==> src/inc/tpr_pkg.sv <==
// Constants shared by the thermopile result register bank and its controller.
// Assumes a single 200 MHz clock domain shared by both ends of the byte link.
// Notes on behaviour
// - Raw object reading: 17 bits, regs 1-3
// - Raw ambient reading: 15 bits, regs 3-4
// - Object filters one, two: 20 bits, eighths
// - Ambient filter: 16 bits, regs 10-11
// - Capture filter two on motion, 24 bits
// - Three 4-bit filter select fields, regs 20-21
// - Presence: 8-bit difference, pair by source
// - Deltas unsigned; signs in chip status
// - Motion: difference of successive filter-one samples
// - Motion sample spacing follows cycle time
// - Cycle time: reg 26 bits 1-0
// - Presence source: reg 26 bits 3-2
// - Host initializes every control register first
// - Reading event latch clears it, releases pin
// - Latched flags and mask drive interrupt pin
// - Pointer increments, wraps after 63 to 0
// - Writes to read-only locations are ignored
package tpr_pkg;
   // ****************************************
   // Link commands
   // ****************************************
   typedef enum logic [1:0] {tpr_op_addr, tpr_op_write, tpr_op_read, tpr_op_stop} tpr_op_e;

   // ****************************************
   // Device byte map
   // ****************************************
   localparam logic [5:0] REG_OBJ_HI = 6'h01;
   localparam logic [5:0] REG_OBJ_MID = 6'h02;
   localparam logic [5:0] REG_OBJ_AMB = 6'h03;
   localparam logic [5:0] REG_AMB_LO = 6'h04;
   localparam logic [5:0] REG_LP1_HI = 6'h05;
   localparam logic [5:0] REG_LP1_MID = 6'h06;
   localparam logic [5:0] REG_LP12 = 6'h07;
   localparam logic [5:0] REG_LP2_MID = 6'h08;
   localparam logic [5:0] REG_LP2_LO = 6'h09;
   localparam logic [5:0] REG_LP3_HI = 6'h0a;
   localparam logic [5:0] REG_LP3_LO = 6'h0b;
   localparam logic [5:0] REG_CAP_HI = 6'h0c;
   localparam logic [5:0] REG_CAP_MID = 6'h0d;
   localparam logic [5:0] REG_CAP_LO = 6'h0e;
   localparam logic [5:0] REG_PRESENCE = 6'h0f;
   localparam logic [5:0] REG_MOVEMENT = 6'h10;
   localparam logic [5:0] REG_AMB_STEP = 6'h11;
   localparam logic [5:0] REG_EVENT_LATCH = 6'h12;
   localparam logic [5:0] REG_LIVE_FLAGS = 6'h13;
   localparam logic [5:0] REG_SELECT_12 = 6'h14;
   localparam logic [5:0] REG_SELECT_3 = 6'h15;
   localparam logic [5:0] REG_PRES_LIMIT = 6'h16;
   localparam logic [5:0] REG_MOVE_LIMIT = 6'h17;
   localparam logic [5:0] REG_STEP_LIMIT = 6'h18;
   localparam logic [5:0] REG_MASK = 6'h19;
   localparam logic [5:0] REG_MODE = 6'h1a;
   localparam logic [5:0] REG_PERIODIC = 6'h1b;
   localparam logic [5:0] REG_OT_HI = 6'h1c;
   localparam logic [5:0] REG_OT_LO = 6'h1d;
   localparam logic [5:0] REG_NV_CTRL = 6'h1f;
   localparam logic [5:0] REG_NV_FIRST = 6'h20;
   localparam logic [5:0] REG_NV_LAST = 6'h3e;
   localparam logic [5:0] REG_BUS_ADDR = 6'h3f;

   // Flag and sign positions in the latch and live flag registers
   localparam int BIT_TIMER = 0;
   localparam int BIT_STEP = 1;
   localparam int BIT_MOVE = 2;
   localparam int BIT_PRES = 3;
   localparam int BIT_OT = 4;
   localparam int BIT_STEP_SIGN = 5;
   localparam int BIT_MOVE_SIGN = 6;
   localparam int BIT_PRES_SIGN = 7;

   // ****************************************
   // Controller APB map
   // ****************************************
   localparam logic [7:0] APB_CMD = 8'h00;
   localparam logic [7:0] APB_STATUS = 8'h04;
   localparam logic [7:0] APB_IRQ_STATUS = 8'h08;
   localparam logic [7:0] APB_IRQ_CLEAR = 8'h0c;
   localparam logic [7:0] APB_IRQ_ENABLE = 8'h10;
   localparam int CMD_ADDR_POS = 8;
   localparam int CMD_OP_POS = 16;
   localparam int IRQ_DONE = 0;
   localparam int IRQ_DEVICE = 1;
   localparam int IRQ_WIDTH = 2;
endpackage

==> src/inc/tpr_link_if.sv <==
// Byte link between the register bank and its controller.
// Both ends run on the same pclk; one command per response.
`timescale 1ns/1ps
interface tpr_link_if;
   logic cmd_valid;
   logic [1:0] cmd_op;
   logic [7:0] cmd_data;
   logic rsp_valid;
   logic [7:0] rsp_data;
   logic int_n;
   modport dev (input cmd_valid, input cmd_op, input cmd_data, output rsp_valid, output rsp_data, output int_n);
   modport host (output cmd_valid, output cmd_op, output cmd_data, input rsp_valid, input rsp_data, input int_n);
endinterface

==> src/design/tpr_bank.sv <==
// Register bank of the thermopile signal core, reached over the byte link.
// Assumes readings and filter outputs arrive synchronous to pclk with a sample strobe.
`timescale 1ns/1ps
module tpr_bank (
   input wire logic pclk,
   input wire logic presetn,
   tpr_link_if.dev link,
   input wire logic sample_stb,
   input wire logic [16:0] object_raw_reading,
   input wire logic [14:0] ambient_raw_reading,
   input wire logic [19:0] object_filter_one,
   input wire logic [19:0] object_filter_two,
   input wire logic [15:0] ambient_filter_three,
   input wire logic [247:0] nonvolatile_window,
   input wire logic [7:0] bus_address_readback,
   output logic [3:0] filter_one_select,
   output logic [3:0] filter_two_select,
   output logic [3:0] filter_three_select,
   output logic [7:0] nonvolatile_access_control
);
   import tpr_pkg::*;

   // ****************************************
   // Sampling
   // ****************************************
   logic burst_q;
   logic [5:0] ptr_q;
   logic [16:0] obj_q;
   logic [14:0] amb_q;
   logic [19:0] lp1_q, lp2_q, prev_lp1_q;
   logic [15:0] lp3_q;
   logic [23:0] cap_q;
   logic [7:0] pres_q, move_q, step_q, live_q, latch_q;
   logic [7:0] pres_limit_q, move_limit_q, step_limit_q, periodic_q, rsp_data_q;
   logic [4:0] mask_q;
   logic [1:0] interval_q, source_q;
   logic polarity_q, rsp_valid_q, int_n_q;
   logic [15:0] ot_limit_q;
   logic [2:0] move_cnt_q;
   logic [7:0] timer_cnt_q;

   function automatic logic [8:0] tpr_mag(input logic [20:0] d);
      logic [20:0] a;
      a = d[20] ? 21'(-d) : d;
      tpr_mag = {d[20], (a > 21'h0000ff) ? 8'hff : a[7:0]};
   endfunction

   // Shadows stand still during a burst so one burst reads one sample
   always_ff @(posedge pclk or negedge presetn) begin
      if (!presetn) begin
         obj_q <= 17'h00000;
         amb_q <= 15'h0000;
         lp1_q <= 20'h00000;
         lp2_q <= 20'h00000;
         lp3_q <= 16'h0000;
      end else if (sample_stb && !burst_q) begin
         obj_q <= object_raw_reading;
         amb_q <= ambient_raw_reading;
         lp1_q <= object_filter_one;
         lp2_q <= object_filter_two;
         lp3_q <= ambient_filter_three;
      end
   end

   // ****************************************
   // Difference branches
   // ****************************************
   logic [20:0] pres_a, pres_b;
   logic [8:0] pres_m, move_m, step_m;
   logic move_due, ot_hit, timer_due;

   always_comb begin
      case (source_q)
         2'h0: begin
            pres_a = {1'b0, object_raw_reading, 3'h0};
            pres_b = {1'b0, object_filter_one};
         end
         2'h1: begin
            pres_a = {1'b0, object_raw_reading, 3'h0};
            pres_b = {1'b0, object_filter_two};
         end
         2'h2: begin
            pres_a = {1'b0, object_filter_one};
            pres_b = {1'b0, object_filter_two};
         end
         default: begin
            pres_a = {1'b0, object_filter_one};
            pres_b = {1'b0, cap_q[23:4]};
         end
      endcase
   end

   assign pres_m = tpr_mag(21'(pres_a - pres_b));
   assign move_m = tpr_mag(21'({1'b0, object_filter_one} - {1'b0, prev_lp1_q}));
   assign step_m = tpr_mag(21'({5'h00, ambient_raw_reading, 1'b0} - {5'h00, ambient_filter_three}));
   assign move_due = (move_cnt_q == 3'((4'h1 << interval_q) - 4'h1));
   assign ot_hit = polarity_q ? (object_filter_two[19:4] < ot_limit_q) : (object_filter_two[19:4] > ot_limit_q);
   assign timer_due = (periodic_q != 8'h00) && (timer_cnt_q == 8'(periodic_q - 8'h01));

   always_ff @(posedge pclk or negedge presetn) begin
      if (!presetn) begin
         move_cnt_q <= 3'h0;
         prev_lp1_q <= 20'h00000;
         timer_cnt_q <= 8'h00;
      end else if (sample_stb) begin
         move_cnt_q <= move_due ? 3'h0 : 3'(move_cnt_q + 3'h1);
         if (move_due) begin
            prev_lp1_q <= object_filter_one;
         end
         timer_cnt_q <= (timer_due || periodic_q == 8'h00) ? 8'h00 : 8'(timer_cnt_q + 8'h01);
      end
   end

   always_ff @(posedge pclk or negedge presetn) begin
      if (!presetn) begin
         pres_q <= 8'h00;
         move_q <= 8'h00;
         step_q <= 8'h00;
         cap_q <= 24'h000000;
         live_q <= 8'h00;
      end else if (sample_stb) begin
         pres_q <= pres_m[7:0];
         step_q <= step_m[7:0];
         live_q[BIT_PRES_SIGN] <= pres_m[8];
         live_q[BIT_STEP_SIGN] <= step_m[8];
         live_q[BIT_PRES] <= pres_m[7:0] > pres_limit_q;
         live_q[BIT_STEP] <= step_m[7:0] > step_limit_q;
         live_q[BIT_OT] <= ot_hit;
         if (timer_due) begin
            live_q[BIT_TIMER] <= ~live_q[BIT_TIMER];
         end
         if (move_due) begin
            move_q <= move_m[7:0];
            live_q[BIT_MOVE_SIGN] <= move_m[8];
            live_q[BIT_MOVE] <= move_m[7:0] > move_limit_q;
            if (move_m[7:0] > move_limit_q) begin
               cap_q <= {object_filter_two, 4'h0};
            end
         end
      end
   end

   // ****************************************
   // Event latch and interrupt pin
   // ****************************************
   logic [7:0] ev_set;
   logic latch_read;

   always_comb begin
      ev_set = 8'h00;
      if (sample_stb) begin
         ev_set[BIT_PRES] = pres_m[7:0] > pres_limit_q;
         ev_set[BIT_PRES_SIGN] = ev_set[BIT_PRES] & pres_m[8];
         ev_set[BIT_STEP] = step_m[7:0] > step_limit_q;
         ev_set[BIT_STEP_SIGN] = ev_set[BIT_STEP] & step_m[8];
         ev_set[BIT_MOVE] = move_due && (move_m[7:0] > move_limit_q);
         ev_set[BIT_MOVE_SIGN] = ev_set[BIT_MOVE] & move_m[8];
         ev_set[BIT_OT] = ot_hit;
         ev_set[BIT_TIMER] = timer_due;
      end
   end

   assign latch_read = link.cmd_valid && (tpr_op_e'(link.cmd_op) == tpr_op_read) && (ptr_q == REG_EVENT_LATCH);

   always_ff @(posedge pclk or negedge presetn) begin
      if (!presetn) begin
         latch_q <= 8'h00;
      end else begin
         // An event in the clearing cycle survives the clear
         latch_q <= (latch_read ? 8'h00 : latch_q) | ev_set;
      end
   end

   always_ff @(posedge pclk or negedge presetn) begin
      if (!presetn) begin
         int_n_q <= 1'b1;
      end else begin
         int_n_q <= ~|(latch_q[4:0] & mask_q);
      end
   end

   // ****************************************
   // Read mux
   // ****************************************
   logic [7:0] rd_byte;
   logic [7:0] nv_byte;
   logic [5:0] nv_idx;

   assign nv_idx = 6'(ptr_q - REG_NV_FIRST);
   assign nv_byte = nonvolatile_window[{nv_idx[4:0], 3'h0} +: 8];

   always_comb begin
      rd_byte = 8'h00;
      if (ptr_q == REG_OBJ_HI) begin
         rd_byte = obj_q[16:9];
      end else if (ptr_q == REG_OBJ_MID) begin
         rd_byte = obj_q[8:1];
      end else if (ptr_q == REG_OBJ_AMB) begin
         rd_byte = {obj_q[0], amb_q[14:8]};
      end else if (ptr_q == REG_AMB_LO) begin
         rd_byte = amb_q[7:0];
      end else if (ptr_q == REG_LP1_HI) begin
         rd_byte = lp1_q[19:12];
      end else if (ptr_q == REG_LP1_MID) begin
         rd_byte = lp1_q[11:4];
      end else if (ptr_q == REG_LP12) begin
         rd_byte = {lp1_q[3:0], lp2_q[19:16]};
      end else if (ptr_q == REG_LP2_MID) begin
         rd_byte = lp2_q[15:8];
      end else if (ptr_q == REG_LP2_LO) begin
         rd_byte = lp2_q[7:0];
      end else if (ptr_q == REG_LP3_HI) begin
         rd_byte = lp3_q[15:8];
      end else if (ptr_q == REG_LP3_LO) begin
         rd_byte = lp3_q[7:0];
      end else if (ptr_q == REG_CAP_HI) begin
         rd_byte = cap_q[23:16];
      end else if (ptr_q == REG_CAP_MID) begin
         rd_byte = cap_q[15:8];
      end else if (ptr_q == REG_CAP_LO) begin
         rd_byte = cap_q[7:0];
      end else if (ptr_q == REG_PRESENCE) begin
         rd_byte = pres_q;
      end else if (ptr_q == REG_MOVEMENT) begin
         rd_byte = move_q;
      end else if (ptr_q == REG_AMB_STEP) begin
         rd_byte = step_q;
      end else if (ptr_q == REG_EVENT_LATCH) begin
         rd_byte = latch_q;
      end else if (ptr_q == REG_LIVE_FLAGS) begin
         rd_byte = live_q;
      end else if (ptr_q == REG_SELECT_12) begin
         rd_byte = {filter_two_select, filter_one_select};
      end else if (ptr_q == REG_SELECT_3) begin
         rd_byte = {4'h0, filter_three_select};
      end else if (ptr_q == REG_PRES_LIMIT) begin
         rd_byte = pres_limit_q;
      end else if (ptr_q == REG_MOVE_LIMIT) begin
         rd_byte = move_limit_q;
      end else if (ptr_q == REG_STEP_LIMIT) begin
         rd_byte = step_limit_q;
      end else if (ptr_q == REG_MASK) begin
         rd_byte = {3'h0, mask_q};
      end else if (ptr_q == REG_MODE) begin
         rd_byte = {3'h0, polarity_q, source_q, interval_q};
      end else if (ptr_q == REG_PERIODIC) begin
         rd_byte = periodic_q;
      end else if (ptr_q == REG_OT_HI) begin
         rd_byte = ot_limit_q[15:8];
      end else if (ptr_q == REG_OT_LO) begin
         rd_byte = ot_limit_q[7:0];
      end else if (ptr_q == REG_NV_CTRL) begin
         rd_byte = nonvolatile_access_control;
      end else if (ptr_q >= REG_NV_FIRST && ptr_q <= REG_NV_LAST) begin
         rd_byte = nv_byte;
      end else if (ptr_q == REG_BUS_ADDR) begin
         rd_byte = bus_address_readback;
      end
   end

   // ****************************************
   // Link commands and writable fields
   // ****************************************
   logic do_write;
   tpr_op_e op;

   assign op = tpr_op_e'(link.cmd_op);
   assign do_write = link.cmd_valid && (op == tpr_op_write);

   always_ff @(posedge pclk or negedge presetn) begin
      if (!presetn) begin
         ptr_q <= 6'h00;
         burst_q <= 1'b0;
         rsp_valid_q <= 1'b0;
         rsp_data_q <= 8'h00;
      end else begin
         rsp_valid_q <= link.cmd_valid;
         if (link.cmd_valid) begin
            case (op)
               tpr_op_addr: begin
                  ptr_q <= link.cmd_data[5:0];
                  burst_q <= 1'b1;
               end
               tpr_op_write: begin
                  ptr_q <= 6'(ptr_q + 6'h01);
               end
               tpr_op_read: begin
                  rsp_data_q <= rd_byte;
                  ptr_q <= 6'(ptr_q + 6'h01);
               end
               default: begin
                  burst_q <= 1'b0;
               end
            endcase
         end
      end
   end

   // Control fields reset to zero; software still sets them all before use
   always_ff @(posedge pclk or negedge presetn) begin
      if (!presetn) begin
         filter_one_select <= 4'h0;
         filter_two_select <= 4'h0;
         filter_three_select <= 4'h0;
         pres_limit_q <= 8'h00;
         move_limit_q <= 8'h00;
         step_limit_q <= 8'h00;
         mask_q <= 5'h00;
         interval_q <= 2'h0;
         source_q <= 2'h0;
         polarity_q <= 1'b0;
         periodic_q <= 8'h00;
         ot_limit_q <= 16'h0000;
         nonvolatile_access_control <= 8'h00;
      end else if (do_write) begin
         if (ptr_q == REG_SELECT_12) begin
            filter_one_select <= link.cmd_data[3:0];
            filter_two_select <= link.cmd_data[7:4];
         end else if (ptr_q == REG_SELECT_3) begin
            filter_three_select <= link.cmd_data[3:0];
         end else if (ptr_q == REG_PRES_LIMIT) begin
            pres_limit_q <= link.cmd_data;
         end else if (ptr_q == REG_MOVE_LIMIT) begin
            move_limit_q <= link.cmd_data;
         end else if (ptr_q == REG_STEP_LIMIT) begin
            step_limit_q <= link.cmd_data;
         end else if (ptr_q == REG_MASK) begin
            mask_q <= link.cmd_data[4:0];
         end else if (ptr_q == REG_MODE) begin
            interval_q <= link.cmd_data[1:0];
            source_q <= link.cmd_data[3:2];
            polarity_q <= link.cmd_data[4];
         end else if (ptr_q == REG_PERIODIC) begin
            periodic_q <= link.cmd_data;
         end else if (ptr_q == REG_OT_HI) begin
            ot_limit_q[15:8] <= link.cmd_data;
         end else if (ptr_q == REG_OT_LO) begin
            ot_limit_q[7:0] <= link.cmd_data;
         end else if (ptr_q == REG_NV_CTRL) begin
            nonvolatile_access_control <= link.cmd_data;
         end
      end
   end

   assign link.rsp_valid = rsp_valid_q;
   assign link.rsp_data = rsp_data_q;
   assign link.int_n = int_n_q;
endmodule // tpr_bank

==> src/flat_wrapper.sv <==
// flat-port wrapper written by rule: the top's interface ports become plain ports
module tpr_bank_flat import tpr_pkg::*;
  (pclk, presetn, sample_stb, object_raw_reading, ambient_raw_reading, object_filter_one, object_filter_two, ambient_filter_three, nonvolatile_window, bus_address_readback, filter_one_select, filter_two_select, filter_three_select, nonvolatile_access_control, link_cmd_valid, link_cmd_op, link_cmd_data, link_rsp_valid, link_rsp_data, link_int_n);
  tpr_link_if link_i ();
  input wire logic pclk;
  input wire logic presetn;
  input wire logic sample_stb;
  input wire logic [16:0] object_raw_reading;
  input wire logic [14:0] ambient_raw_reading;
  input wire logic [19:0] object_filter_one;
  input wire logic [19:0] object_filter_two;
  input wire logic [15:0] ambient_filter_three;
  input wire logic [247:0] nonvolatile_window;
  input wire logic [7:0] bus_address_readback;
  output logic [3:0] filter_one_select;
  output logic [3:0] filter_two_select;
  output logic [3:0] filter_three_select;
  output logic [7:0] nonvolatile_access_control;
  input wire logic [$bits(link_i.cmd_valid)-1:0] link_cmd_valid;
  input wire logic [$bits(link_i.cmd_op)-1:0] link_cmd_op;
  input wire logic [$bits(link_i.cmd_data)-1:0] link_cmd_data;
  output wire logic [$bits(link_i.rsp_valid)-1:0] link_rsp_valid;
  output wire logic [$bits(link_i.rsp_data)-1:0] link_rsp_data;
  output wire logic [$bits(link_i.int_n)-1:0] link_int_n;
  assign link_i.cmd_valid = link_cmd_valid;
  assign link_i.cmd_op = link_cmd_op;
  assign link_i.cmd_data = link_cmd_data;
  assign link_rsp_valid = link_i.rsp_valid;
  assign link_rsp_data = link_i.rsp_data;
  assign link_int_n = link_i.int_n;
  tpr_bank u_core (.pclk(pclk), .presetn(presetn), .link(link_i), .sample_stb(sample_stb), .object_raw_reading(object_raw_reading), .ambient_raw_reading(ambient_raw_reading), .object_filter_one(object_filter_one), .object_filter_two(object_filter_two), .ambient_filter_three(ambient_filter_three), .nonvolatile_window(nonvolatile_window), .bus_address_readback(bus_address_readback), .filter_one_select(filter_one_select), .filter_two_select(filter_two_select), .filter_three_select(filter_three_select), .nonvolatile_access_control(nonvolatile_access_control));
endmodule
==> config.mk <==
export PLATFORM = sky130hd
export DESIGN_NAME = tpr_bank_flat
export DESIGN_NICKNAME = d
export VERILOG_FILES = /design/src/inc/tpr_pkg.sv /design/src/inc/tpr_link_if.sv /design/src/design/tpr_bank.sv /design/src/flat_wrapper.sv
export SDC_FILE = /design/constraint.sdc
export NUM_CORES = 1
export LEC_CHECK = 0
export BUFFER_PORTS_ARGS = -buffer_cell sky130_fd_sc_hd__buf_4
export CAP_MARGIN = 10
export CELL_PAD_IN_SITES_DETAIL_PLACEMENT = 0
export CELL_PAD_IN_SITES_GLOBAL_PLACEMENT = 1
export CORE_UTILIZATION = 47
export DETAILED_ROUTE_END_ITERATION = 6
export PLACE_DENSITY = 0.88
export SLEW_MARGIN = 20
export SYNTH_ARGS = -nofsm -noshare
export SYNTH_HDL_FRONTEND = slang
export SYNTH_SLANG_ARGS = --single-unit
==> constraint.sdc <==
create_clock -name pclk -period 10 [get_ports pclk]
set_clock_uncertainty 0.1 [all_clocks]
set_input_delay 1.5 -clock pclk [delete_from_list [all_inputs] [get_ports pclk]]
set_output_delay 1.5 -clock pclk [all_outputs]
set_load 0.03 [all_outputs]
Word level (Yosys, flattened, before mapping)
Index checks and enable logic that the tools add are counted.
Word-level totals
  register bits: 274
  input bits: 358
  output and inout bits: 30
  word-level logic and storage cells: 196
Cells by class
  add/subtract/negate cells: 12
  $lt $le $gt $ge: 10
  eq/ne operators: 37
  shift operators: 2
  muxes and demuxes: 47
  bitwise gates (word level): 17
  reduce and logical (&&, ||, !) cells: 36
Operator list (number)
  $mux W8: 38
  $shiftx A248 B9 Y8: 1
  $eq A6 B5 Y1 const B: 15
  $gt A21 B8 Y1 const B: 3
  $mux W21: 3
  $neg A21 Y21: 3
  $eq A6 B4 Y1 const B: 8
  $sub A20 B20 Y21: 2
  $pmux W20 S2: 1
  $eq A6 B3 Y1 const B: 4
  $gt A8 B8 Y1: 3
  $mux W20: 1
  $sub A16 B16 Y17: 1
  $gt A16 B16 Y1: 1
  $lt A16 B16 Y1: 1
  $eq A6 B2 Y1 const B: 2
  $not A1 Y1: 12
  $pmux W6 S2: 1
  $reduce_and A12 Y1: 1
  $reduce_and A2 Y1: 6
  $reduce_and A11 Y1: 1
  $reduce_and A10 Y1: 1
  $reduce_and A9 Y1: 1
  $add A8 B1 Y8 const B: 1
  35 further kinds: 50

Depth between registers and ports, before layout
Gate-level depths: netlist of run 1.
  word-level depth: 33
  mapped depth: 27
  mapped depth without buffers: 25

Least setup slack after synthesis of run 1
Ideal clock, no wire load.
  kind: in2reg
  start point: input port object_filter_one[0]
  end point: register u_core.cap_q[10]
  library setup time: 0.125 ns
  arrival time: 6.481 ns
  data required time: 9.775 ns
  path slack: 3.294 ns
  stages on the path: 22
  path buffers: 1
  cell sequence: inv_1 > ha_1 > fa_1 > xor2_1 > nand3_1 > a2111oi_1 > nand4_1 > a2111o_1 > a311oi_1 > nand4_1 > nor3_2 > nand3_1 > ha_1 > nor2b_1 > o21a_1 > o21ai_0 > nand2b_1 > a21oi_1 > o21ai_0 > o311a_1 > buf_1 > mux2_2
Between the ends
  longest elaborated chain between the ends: 7
Ends and longest elaborated chain
  from (decl): line flat_wrapper.sv:10  | input wire logic [19:0] object_filter_one;
  $sub A20 B20 Y21 *: line tpr_bank.sv:94  | assign move_m = tpr_mag(21'({1'b0, object_filter_one} - {1'b0, prev_lp1_q}));
  $neg A21 Y21: line tpr_bank.sv:44  | a = d[20] ? 21'(-d) : d;
  $mux W21 *: line tpr_bank.sv:44
  $gt A21 B8 Y1: line tpr_bank.sv:45  | tpr_mag = {d[20], (a > 21'h0000ff) ? 8'hff : a[7:0]};
  $mux W8 *: line tpr_bank.sv:45
  named net u_core.move_m[1]: line tpr_bank.sv:69  | logic [8:0] pres_m, move_m, step_m;
  $gt A8 B8 Y1 *: line tpr_bank.sv:136  | if (move_m[7:0] > move_limit_q) begin
  $reduce_and A3 Y1 (no line) *
  to (signal assigned): line tpr_bank.sv:137  | cap_q <= {object_filter_two, 4'h0};
  to (decl): line tpr_bank.sv:32  | logic [23:0] cap_q;
The timed path passes the listed nets; every way through them passes the cells marked *.
A chain may end at the register's enable or synchronous reset.

Worst setup path in the final report of run 1
  start point: register u_core.source_q[0]
  end point: register u_core.latch_q[7]
Between the ends
  longest elaborated chain between the ends: 12
  elaborated cells between the ends (all ways): 16
Ends and longest elaborated chain
  from (decl): line tpr_bank.sv:36  | logic [1:0] interval_q, source_q;
  from (signal assigned): line tpr_bank.sv:331  | source_q <= link.cmd_data[3:2];
  $eq A2 B1 Y1, or another cell as far along: line tpr_bank.sv:73  | case (source_q)
  $reduce_or A2 Y1 (no line)
  $pmux W20 S2 or $mux W20 (tied branches): line tpr_bank.sv:73
  $sub A20 B20 Y21 *: line tpr_bank.sv:93  | assign pres_m = tpr_mag(21'(pres_a - pres_b));
  $neg A21 Y21: line tpr_bank.sv:44
  $mux W21 *: line tpr_bank.sv:44
  $gt A21 B8 Y1: line tpr_bank.sv:45
  $mux W8 *: line tpr_bank.sv:45
  named net u_core.pres_m[1]: line tpr_bank.sv:69
  $gt A8 B8 Y1 *: line tpr_bank.sv:152  | ev_set[BIT_PRES] = pres_m[7:0] > pres_limit_q;
  $and A1 B1 Y1 *: line tpr_bank.sv:153  | ev_set[BIT_PRES_SIGN] = ev_set[BIT_PRES] & pres_m[8];
  $mux W8 *: line tpr_bank.sv:151  | if (sample_stb) begin
  $or A8 B8 Y8 *: line tpr_bank.sv:170  | latch_q <= (latch_read ? 8'h00 : latch_q) | ev_set;
  to (signal assigned): line tpr_bank.sv:170
  to (decl): line tpr_bank.sv:33  | logic [7:0] pres_q, move_q, step_q, live_q, latch_q;
Marks and branches as above.

==> summary.txt, run 1 <==
Outcome
  – Status: completed

Layout
  – Commonest non-fill, non-tap cell in the layout: buf_4
  – Core Util, Final: 58.0%
  – Design area: 26400 µm²
  – P&R area growth vs syn: 21.0%
  – Layout cells sized above 1: 26.1%
  – Most frequent cells in the layout: buf_4 (408), dfrtp_1 (269), nand2_1 (226)
  – Fin nets: 3203
  – Finished Layout Cells: 3356

Worst setup path
  – Maximum fanout along the worst path: 20
  – Critical path's largest stage delay: 0.90 ns
  – CP Data Arrival Time: 7.83 ns
  – Setup CP Type: reg -> reg
  – Setup crit end kind: flop
  – CP required: 10.35 ns
  – Critical Path Slowest Stage Cell: ha_1
  – Element type at the critical path start: flop

Timing
  – Min cycle time layout: 7.48 ns
  – RSZ-0062 raised after global routing: false
  – Setup TNS: 0 ns
  – Tightest Pin Transition: 1.20 ns
  – Final Setup Violations: 0
  – Period utilization: 74.8%
  – Slew Limit Fails: 0
  – Hold_ws: 0.395 ns
  – Max Freq: 134 MHz
  – Worst setup margin: 2.52 ns
  – Hold violation count in the final report: 0
  – Relative slew slack: 19.6%

Global route
  – Initial antenna violation count: 6
  – GRT overflow: 0
  – Global-route wire length before repair: 138 mm
  – Vias in the first global route: 21200
  – GR Util All Layers: 39.4%
  – Pin count of the biggest net entering global routing: 152

Clock tree
  – Clk_lat worst skew: 0.56 ns
  – H-tree Lvls: 2
  – TritonCTS Buffers: 34
  – Cts hold-fix bufs: 0
  – Clk root buf: clkbuf_16
  – CTS max path bufs: 3
  – CTS tree: built
  – Clock-pin transition on the worst setup and hold timing paths: 0.06 ns
  – CTS Sinks: 274
  – Setup Buffers After CTS: 0
  – Post-CTS Resized: 0

Place
  – DP Worst Slack: 1.60 ns
  – I/O Buffers: 387
  – Placed instance area: 25200 µm²
  – HPWL Detailed: 74.8 mm
  – Routability cong.: 1.03
  – Placed cell count: 3291

Die
  – Die area: 47300 µm²
  – Core area: 45600 µm²
  – Initial core utilization: 47.9%
  – Die Wd: 218 µm
  – # rows: 78
  – Height of the die: 218 µm
  – IO Count: 388

Power
  – Switching Share: 47.0%
  – Sw Pwr: 3.24 mW
  – Final Power: 6.89 mW
  – Clock share of power: 18.6%
  – Share of total power in sequential cells: 24.1%
  – LEAKAGE: 11.5 nW
  – Pwr dens: 261 nW/µm²
  – Int Power: 3.66 mW
  – Combinational power share: 57.3%
  – Max VDD drop: 0.186 mV

Job
  – Max Cap Viol: 0

Yosys
  – YS warnings: 0
  – Main combinational cell family by area after synthesis: compound AO/OA/AOI/OAI gates
  – Mux share of post-synthesis cell area: 16.5%
  – FF+latch count, synth: 274
  – Post-synth EDFFs: 0
  – Post-Synth Adder-Cell Area: 6.80%
  – Most used DFF post-synth: dfrtp_1
  – Post-synthesis sequential area ratio: 31.4%
  – Async set-or-reset flop fraction in the synthesized netlist: 100%
  – Simple-Gate Fraction of Synth Area: 16.9%
  – Synth Area in XOR/XNOR: 2.73%
  – Avg Cell Area, Syn: 9.09 µm²
  – Post-Syn Nets: 2877
  – Post-synthesis compound-gate area fraction: 21.7%
  – Syn Inst Count: 2402
  – Mapped Area: 21800 µm²
  – Distinct cells, synth: 89

Route
  – WL final: 94.0 mm
  – Drt drc: 0
  – Detail Route Antenna Nets: 0
  – First drt pass iteration count: 6
  – Via count of the routed design: 22100
  – Vias per Instance: 6.59
  – DR iter-0 viols: 2393
  – WL/cell: 28.0 µm

Hold path
  – Min-Delay Path Class: reg -> reg
[cell families after synthesis]
family,count (synthesis)
compound gates,694
xor+xnor,68
fa+ha+maj,117
buf+inv,231
flops,274
mux,256
simple gates,762
[worst max-delay path, delay by kind of cell (launching register included)]
| kind | cells | cell delay (ns) |
|---|---|---|
| compound gates | 10 | 2.25 |
| fa+ha+maj | 4 | 1.85 |
| buf+inv | 2 | 0.17 |
| flops | 1 | 0.49 |
| simple gates | 9 | 2.50 |
[sequential cells by signal, indices dropped and copies added (netlist names), 5 cells and up]
register                           cells
u_core.mask_q                          5
u_core.ot_limit_q                     16
u_core.move_limit_q                    8
u_core.amb_q                          15
u_core.step_q                          8
u_core.pres_q                          8
u_core.ptr_q                           6
u_core.move_q                          8
u_core.pres_limit_q                    8
u_core.lp1_q                          20
u_core.link.rsp_data                   8
u_core.lp2_q                          20
u_core.obj_q                          17
u_core.cap_q                          20
u_core.latch_q                         8
u_core.periodic_q                      8
u_core.prev_lp1_q                     20
u_core.live_q                          8
u_core.lp3_q                          16
u_core.nonvolatile_access_control      8
u_core.timer_cnt_q                     8
u_core.step_limit_q                    8
[cell type report]
cell class	instances	area [µm²]
inverters	110	413
repair buffers	411	3130
clock buffers	44	950
fillers	4111	19100
diodes	4	10.0
multi-input cells	1897	14100
clock inverters	16	201
well taps	600	751
flip-flops and latches	274	6870
[layer usage]
layer  vias up  wire (µm)  global-route usage, %
met5         -         69                      0
met4         6       6320                   23.8
met3       281       9030                   8.24
met2      1292      42300                   62.2
met1     10800      36300                   49.7
li1       9749          -                      -
[power groups by stage]
stage          Clock [mW]  Combinational [mW]  Sequential (mW)
2_1_floorplan           0                2.70             1.56
3_3_place_gp            0                3.80             1.65
3_5_place_dp            0                3.84             1.66
4_1_cts              1.29                3.86             1.64
5_1_grt              1.33                4.26             1.67
6_report             1.28                3.95             1.66
[cells in the mapped netlist, types with 11 or more instances]
master     number  area [µm²]
buf_1          16        60.1
a22oi_1        38         285
nand4_1        21         131
clkbuf_1       94         353
a211oi_1       21         158
a221o_1        19         190
nor2_1        202         758
and3_1         16         100
o21a_1         27         203
a211o_1        11        96.3
a21o_1         32         240
or3_1          16         100
xor2_1         37         324
mux2i_1        40         400
nand2b_1       32         200
mux2_2        148        1670
a221oi_1       25         219
nand2_1       226         848
xnor2_1        31         272
nor2b_1        22         138
nand3_1        73         365
inv_1         110         413
o21ai_0       190         951
o22ai_1        29         181
ha_1          114        1430
o211ai_1       21         158
a21oi_1       100         500
o2111ai_1      18         158
o221ai_1       12         105
nand3b_1       12        90.1
nor4_1         17         106
mux4_2         68        1530
and2_1         18         113
a31oi_1        39         244
dfrtp_1       273        6830
nor3_1         55         275
[final timing paths]
path	start	end	slack, ns	cells after the start
max	u_core.source_q[0]	u_core.latch_q[7]	2.52	25
min	u_core.live_q[0]	u_core.live_q[0]	0.39	1
max reg2reg	u_core.source_q[0]	u_core.latch_q[7]	2.52	25
min reg2reg	u_core.live_q[0]	u_core.live_q[0]	0.39	1
max in group asynchronous	presetn	u_core.ptr_q[0]	7.36	2
min in group asynchronous	presetn	u_core.lp3_q[0]	0.89	1
Note: power is estimated with default switching activity, not from simulation.
==> run 2: changes to the inputs <==
--- a/config.mk
+++ b/config.mk
@@ -5,13 +5,14 @@
 export SDC_FILE = /design/constraint.sdc
 export NUM_CORES = 1
 export LEC_CHECK = 0
+export ABC_AREA = 1
 export BUFFER_PORTS_ARGS = -buffer_cell sky130_fd_sc_hd__buf_4
 export CAP_MARGIN = 10
 export CELL_PAD_IN_SITES_DETAIL_PLACEMENT = 0
 export CELL_PAD_IN_SITES_GLOBAL_PLACEMENT = 1
-export CORE_UTILIZATION = 47
+export CORE_UTILIZATION = 37
 export DETAILED_ROUTE_END_ITERATION = 6
-export PLACE_DENSITY = 0.88
+export PLACE_DENSITY = 0.8
 export SLEW_MARGIN = 20
 export SYNTH_ARGS = -nofsm -noshare
 export SYNTH_HDL_FRONTEND = slang
==> constraint.sdc (replaced) <==
create_clock -name pclk -period 6.1 [get_ports pclk]
set_clock_uncertainty 0.1 [all_clocks]
set_input_delay 0.915 -clock pclk [delete_from_list [all_inputs] [get_ports pclk]]
set_output_delay 0.915 -clock pclk [all_outputs]
set_load 0.03 [all_outputs]
==> summary.txt, run 2 <==
Route
  – DR WL met3: 5.58 mm
  – Highest routed layer: met5
  – Drt drc: 0
  – WL final: 85.6 mm
  – Detail Route Antenna Nets: 0
  – WL/cell: 19.8 µm
  – Post-Route M1 WL: 36.6 mm
  – First drt pass iteration count: 6
  – Detail Route met2 WL: 40.2 mm
  – Via count of the routed design: 22400
  – DR iter-0 viols: 1718
  – Vias per Instance: 5.19

Worst setup path
  – Capture point of the worst reg-to-reg path: u_core.latch_q[7]
  – CP required: 6.40 ns
  – Setup CP Type: reg -> reg
  – Most frequent cell on the critical path: nand2_1
  – Critical Path Slowest Stage Cell: dfrtp_1
  – Element type at the critical path start: flop
  – CP Data Arrival Time: 6.00 ns
  – Setup crit end kind: flop
  – FF-to-FF Start: u_core.source_q[1]
  – Maximum fanout along the worst path: 8
  – Reg2Reg Depth: 35
  – R2R setup slack: 0.40 ns
  – Critical path's largest stage delay: 0.37 ns

Global route
  – Vias in the first global route: 21200
  – GRT overflow: 0
  – Pin count of the biggest net entering global routing: 150
  – Global-route wire length before repair: 129 mm
  – GR Util All Layers: 28.6%
  – Initial antenna violation count: 5

Die
  – IO Count: 388
  – Die Wd: 242 µm
  – Initial core utilization: 37.6%
  – Height of the die: 242 µm
  – Core area: 56700 µm²
  – Die area: 58600 µm²
  – # rows: 87

Clock tree
  – Cts hold-fix bufs: 0
  – CTS Sinks: 274
  – Clk root buf: clkbuf_16
  – TritonCTS Buffers: 34
  – Clk_lat worst skew: 0.55 ns
  – CTS tree: built
  – H-tree Lvls: 2
  – Clock-pin transition on the worst setup and hold timing paths: 0.06 ns
  – CTS max path bufs: 3

Power
  – Share of total power in sequential cells: 24.0%
  – Combinational power share: 56.1%
  – Clock share of power: 19.9%
  – Switching Share: 46.6%
  – Pwr dens: 404 nW/µm²
  – Max VDD drop: 0.211 mV
  – Int Power: 5.71 mW
  – Final Power: 10.7 mW
  – Sw Pwr: 4.99 mW
  – LEAKAGE: 13.1 nW

Timing
  – Tightest Pin Transition: 1.00 ns
  – Hold_ws: 0.199 ns
  – Slew Limit Fails: 0
  – Hold violation count in the final report: 0
  – Period utilization: 93.4%
  – Max Freq: 176 MHz
  – Final Setup Violations: 0
  – Min cycle time layout: 5.70 ns
  – Relative slew slack: 32.8%

Yosys
  – Post-synth EDFFs: 0
  – Post-synthesis sequential area ratio: 32.2%
  – Mapped Area: 21300 µm²
  – Distinct cells, synth: 60
  – Most used DFF post-synth: dfrtp_1
  – Syn Inst Count: 3189
  – Count leader, synth: nand2_1
  – Synth area leader: dfrtp_1
  – FF+latch count, synth: 274
  – Avg Cell Area, Syn: 6.69 µm²
  – Post-Syn Nets: 3664
  – Top area cells in the synthesized netlist: dfrtp_1 (32%), nand2_1 (15%), o21ai_0 (9.5%)
  – Async set-or-reset flop fraction in the synthesized netlist: 100%
  – Post-synth top area share: 32.0%
  – Top cells by count, synth: nand2_1 (843), inv_1 (419), o21ai_0 (406)
  – YS warnings: 0

Place
  – I/O Buffers: 387
  – Routability cong.: 0.932
  – HPWL Detailed: 66.9 mm

Job
  – Max Cap Viol: 0

Layout
  – Commonest non-fill, non-tap cell in the layout: nand2_1
  – P&R area growth vs syn: 24.2%
  – Fin nets: 4018
  – Layout cells sized above 1: 16.7%
  – Most frequent cells in the layout: nand2_1 (843), buf_4 (438), inv_1 (416)

Outcome
  – Status: completed

Hold path
  – Min-Delay Path Class: in -> async
## run 2: changes by cell type in the layout (fill, tap and decap cells not counted), sizes merged, moves of 40 or more
cell | previous run | this run
nand2 | 226 | 844
inv | 114 | 426
o21ai | 191 | 429
mux2 | 148 | 24
nor2 | 202 | 312
a21oi | 100 | 184
mux4 | 68 | 0
xor2 | 37 | 79
mux2i | 40 | 0
nand3 | 73 | 113
## run 2: routing by layer
layer / global-route usage (%) / vias to the layer above
li1: - / 11100
met1: 36.9 / 10500
met2: 47.8 / 723
met3: 4.75 / 141
met4: 10.5 / 8
met5: 0 / -
## run 2: final cells by class
class | instances | area, µm²
Antenna cell | 1 | 2.50
Clock buffer | 46 | 957
Clock inverter | 15 | 205
Fill cell | 5983 | 30200
Inverter | 431 | 1620
Multi-Input combinational cell | 2355 | 12500
Sequential cell | 274 | 6860
Tap cell | 756 | 946
Timing Repair Buffer | 447 | 3430
## run 2: worst max-delay path by stage
stage	start	slack, ns	endpoint	depth (start not counted)
finish	u_core.source_q[1]	0.40	u_core.latch_q[7]	35
global route	u_core.source_q[1]	-0.05	u_core.latch_q[3]	35
CTS	u_core.source_q[0]	0.06	u_core.latch_q[3]	35
detailed placement	object_filter_one[0]	-0.21	u_core.latch_q[3]	32
global placement	object_filter_one[0]	-0.16	u_core.latch_q[3]	32
floorplan	u_core.source_q[0]	0.44	u_core.latch_q[3]	39
## run 2: logic make-up (layout without fill, tap and decap cells)
| family | Yosys count | after routing | synth area share (%) |
|---|---|---|---|
| AO/OA/AOI/OAI | 730 | 730 | 18.9 |
| XOR/XNOR | 107 | 107 | 4.39 |
| buffers and inverters | 560 | 939 | 9.94 |
| other | 0 | 1 | 0 |
| AND/OR/NAND/NOR | 1377 | 1377 | 26.4 |
| adder cells (fa/ha/maj) | 117 | 117 | 6.97 |
| multiplexers | 24 | 24 | 1.27 |
| flip-flops | 274 | 274 | 32.2 |
## run 2: worst max-delay path, delay by kind of cell, from the launching register on
| kind | cells | cell delay, ns |
|---|---|---|
| adder cells (fa/ha/maj) | 3 | 0.75 |
| flip-flops | 1 | 0.37 |
| buffers and inverters | 6 | 0.80 |
| AND/OR/NAND/NOR | 13 | 1.60 |
| XOR/XNOR | 1 | 0.16 |
| AO/OA/AOI/OAI | 12 | 1.78 |
## run 2: what timing repair did
action	CTS	global route
endpoints found under the setup margin	2	3
setup buffers	0	7
resized for setup	1	33
pin swaps	0	10
## run 2: power groups by stage
stage	Combinational, mW	Clock (mW)	Sequential, mW
floorplan	4.01	0	2.52
global placement	5.83	0	2.57
detailed placement	5.82	0	2.58
CTS	5.86	2.16	2.55
global route	6.70	2.23	2.61
finish	6.00	2.13	2.56
## run 2: per-stage QoR
step           std cells  util [%]  area, µm²  setup TNS (ns)  setup WS, ns
2_1_floorplan       3189         -      21300               0         0.437
3_3_place_gp        4256      44.3      25100          -0.377        -0.158
3_5_place_dp        4256      44.3      25100          -0.440        -0.205
4_1_cts             4317      46.4      26300               0        0.0558
5_1_grt             4324      46.7      26500         -0.0998       -0.0503
6_report            4325      46.7      26500               0         0.405
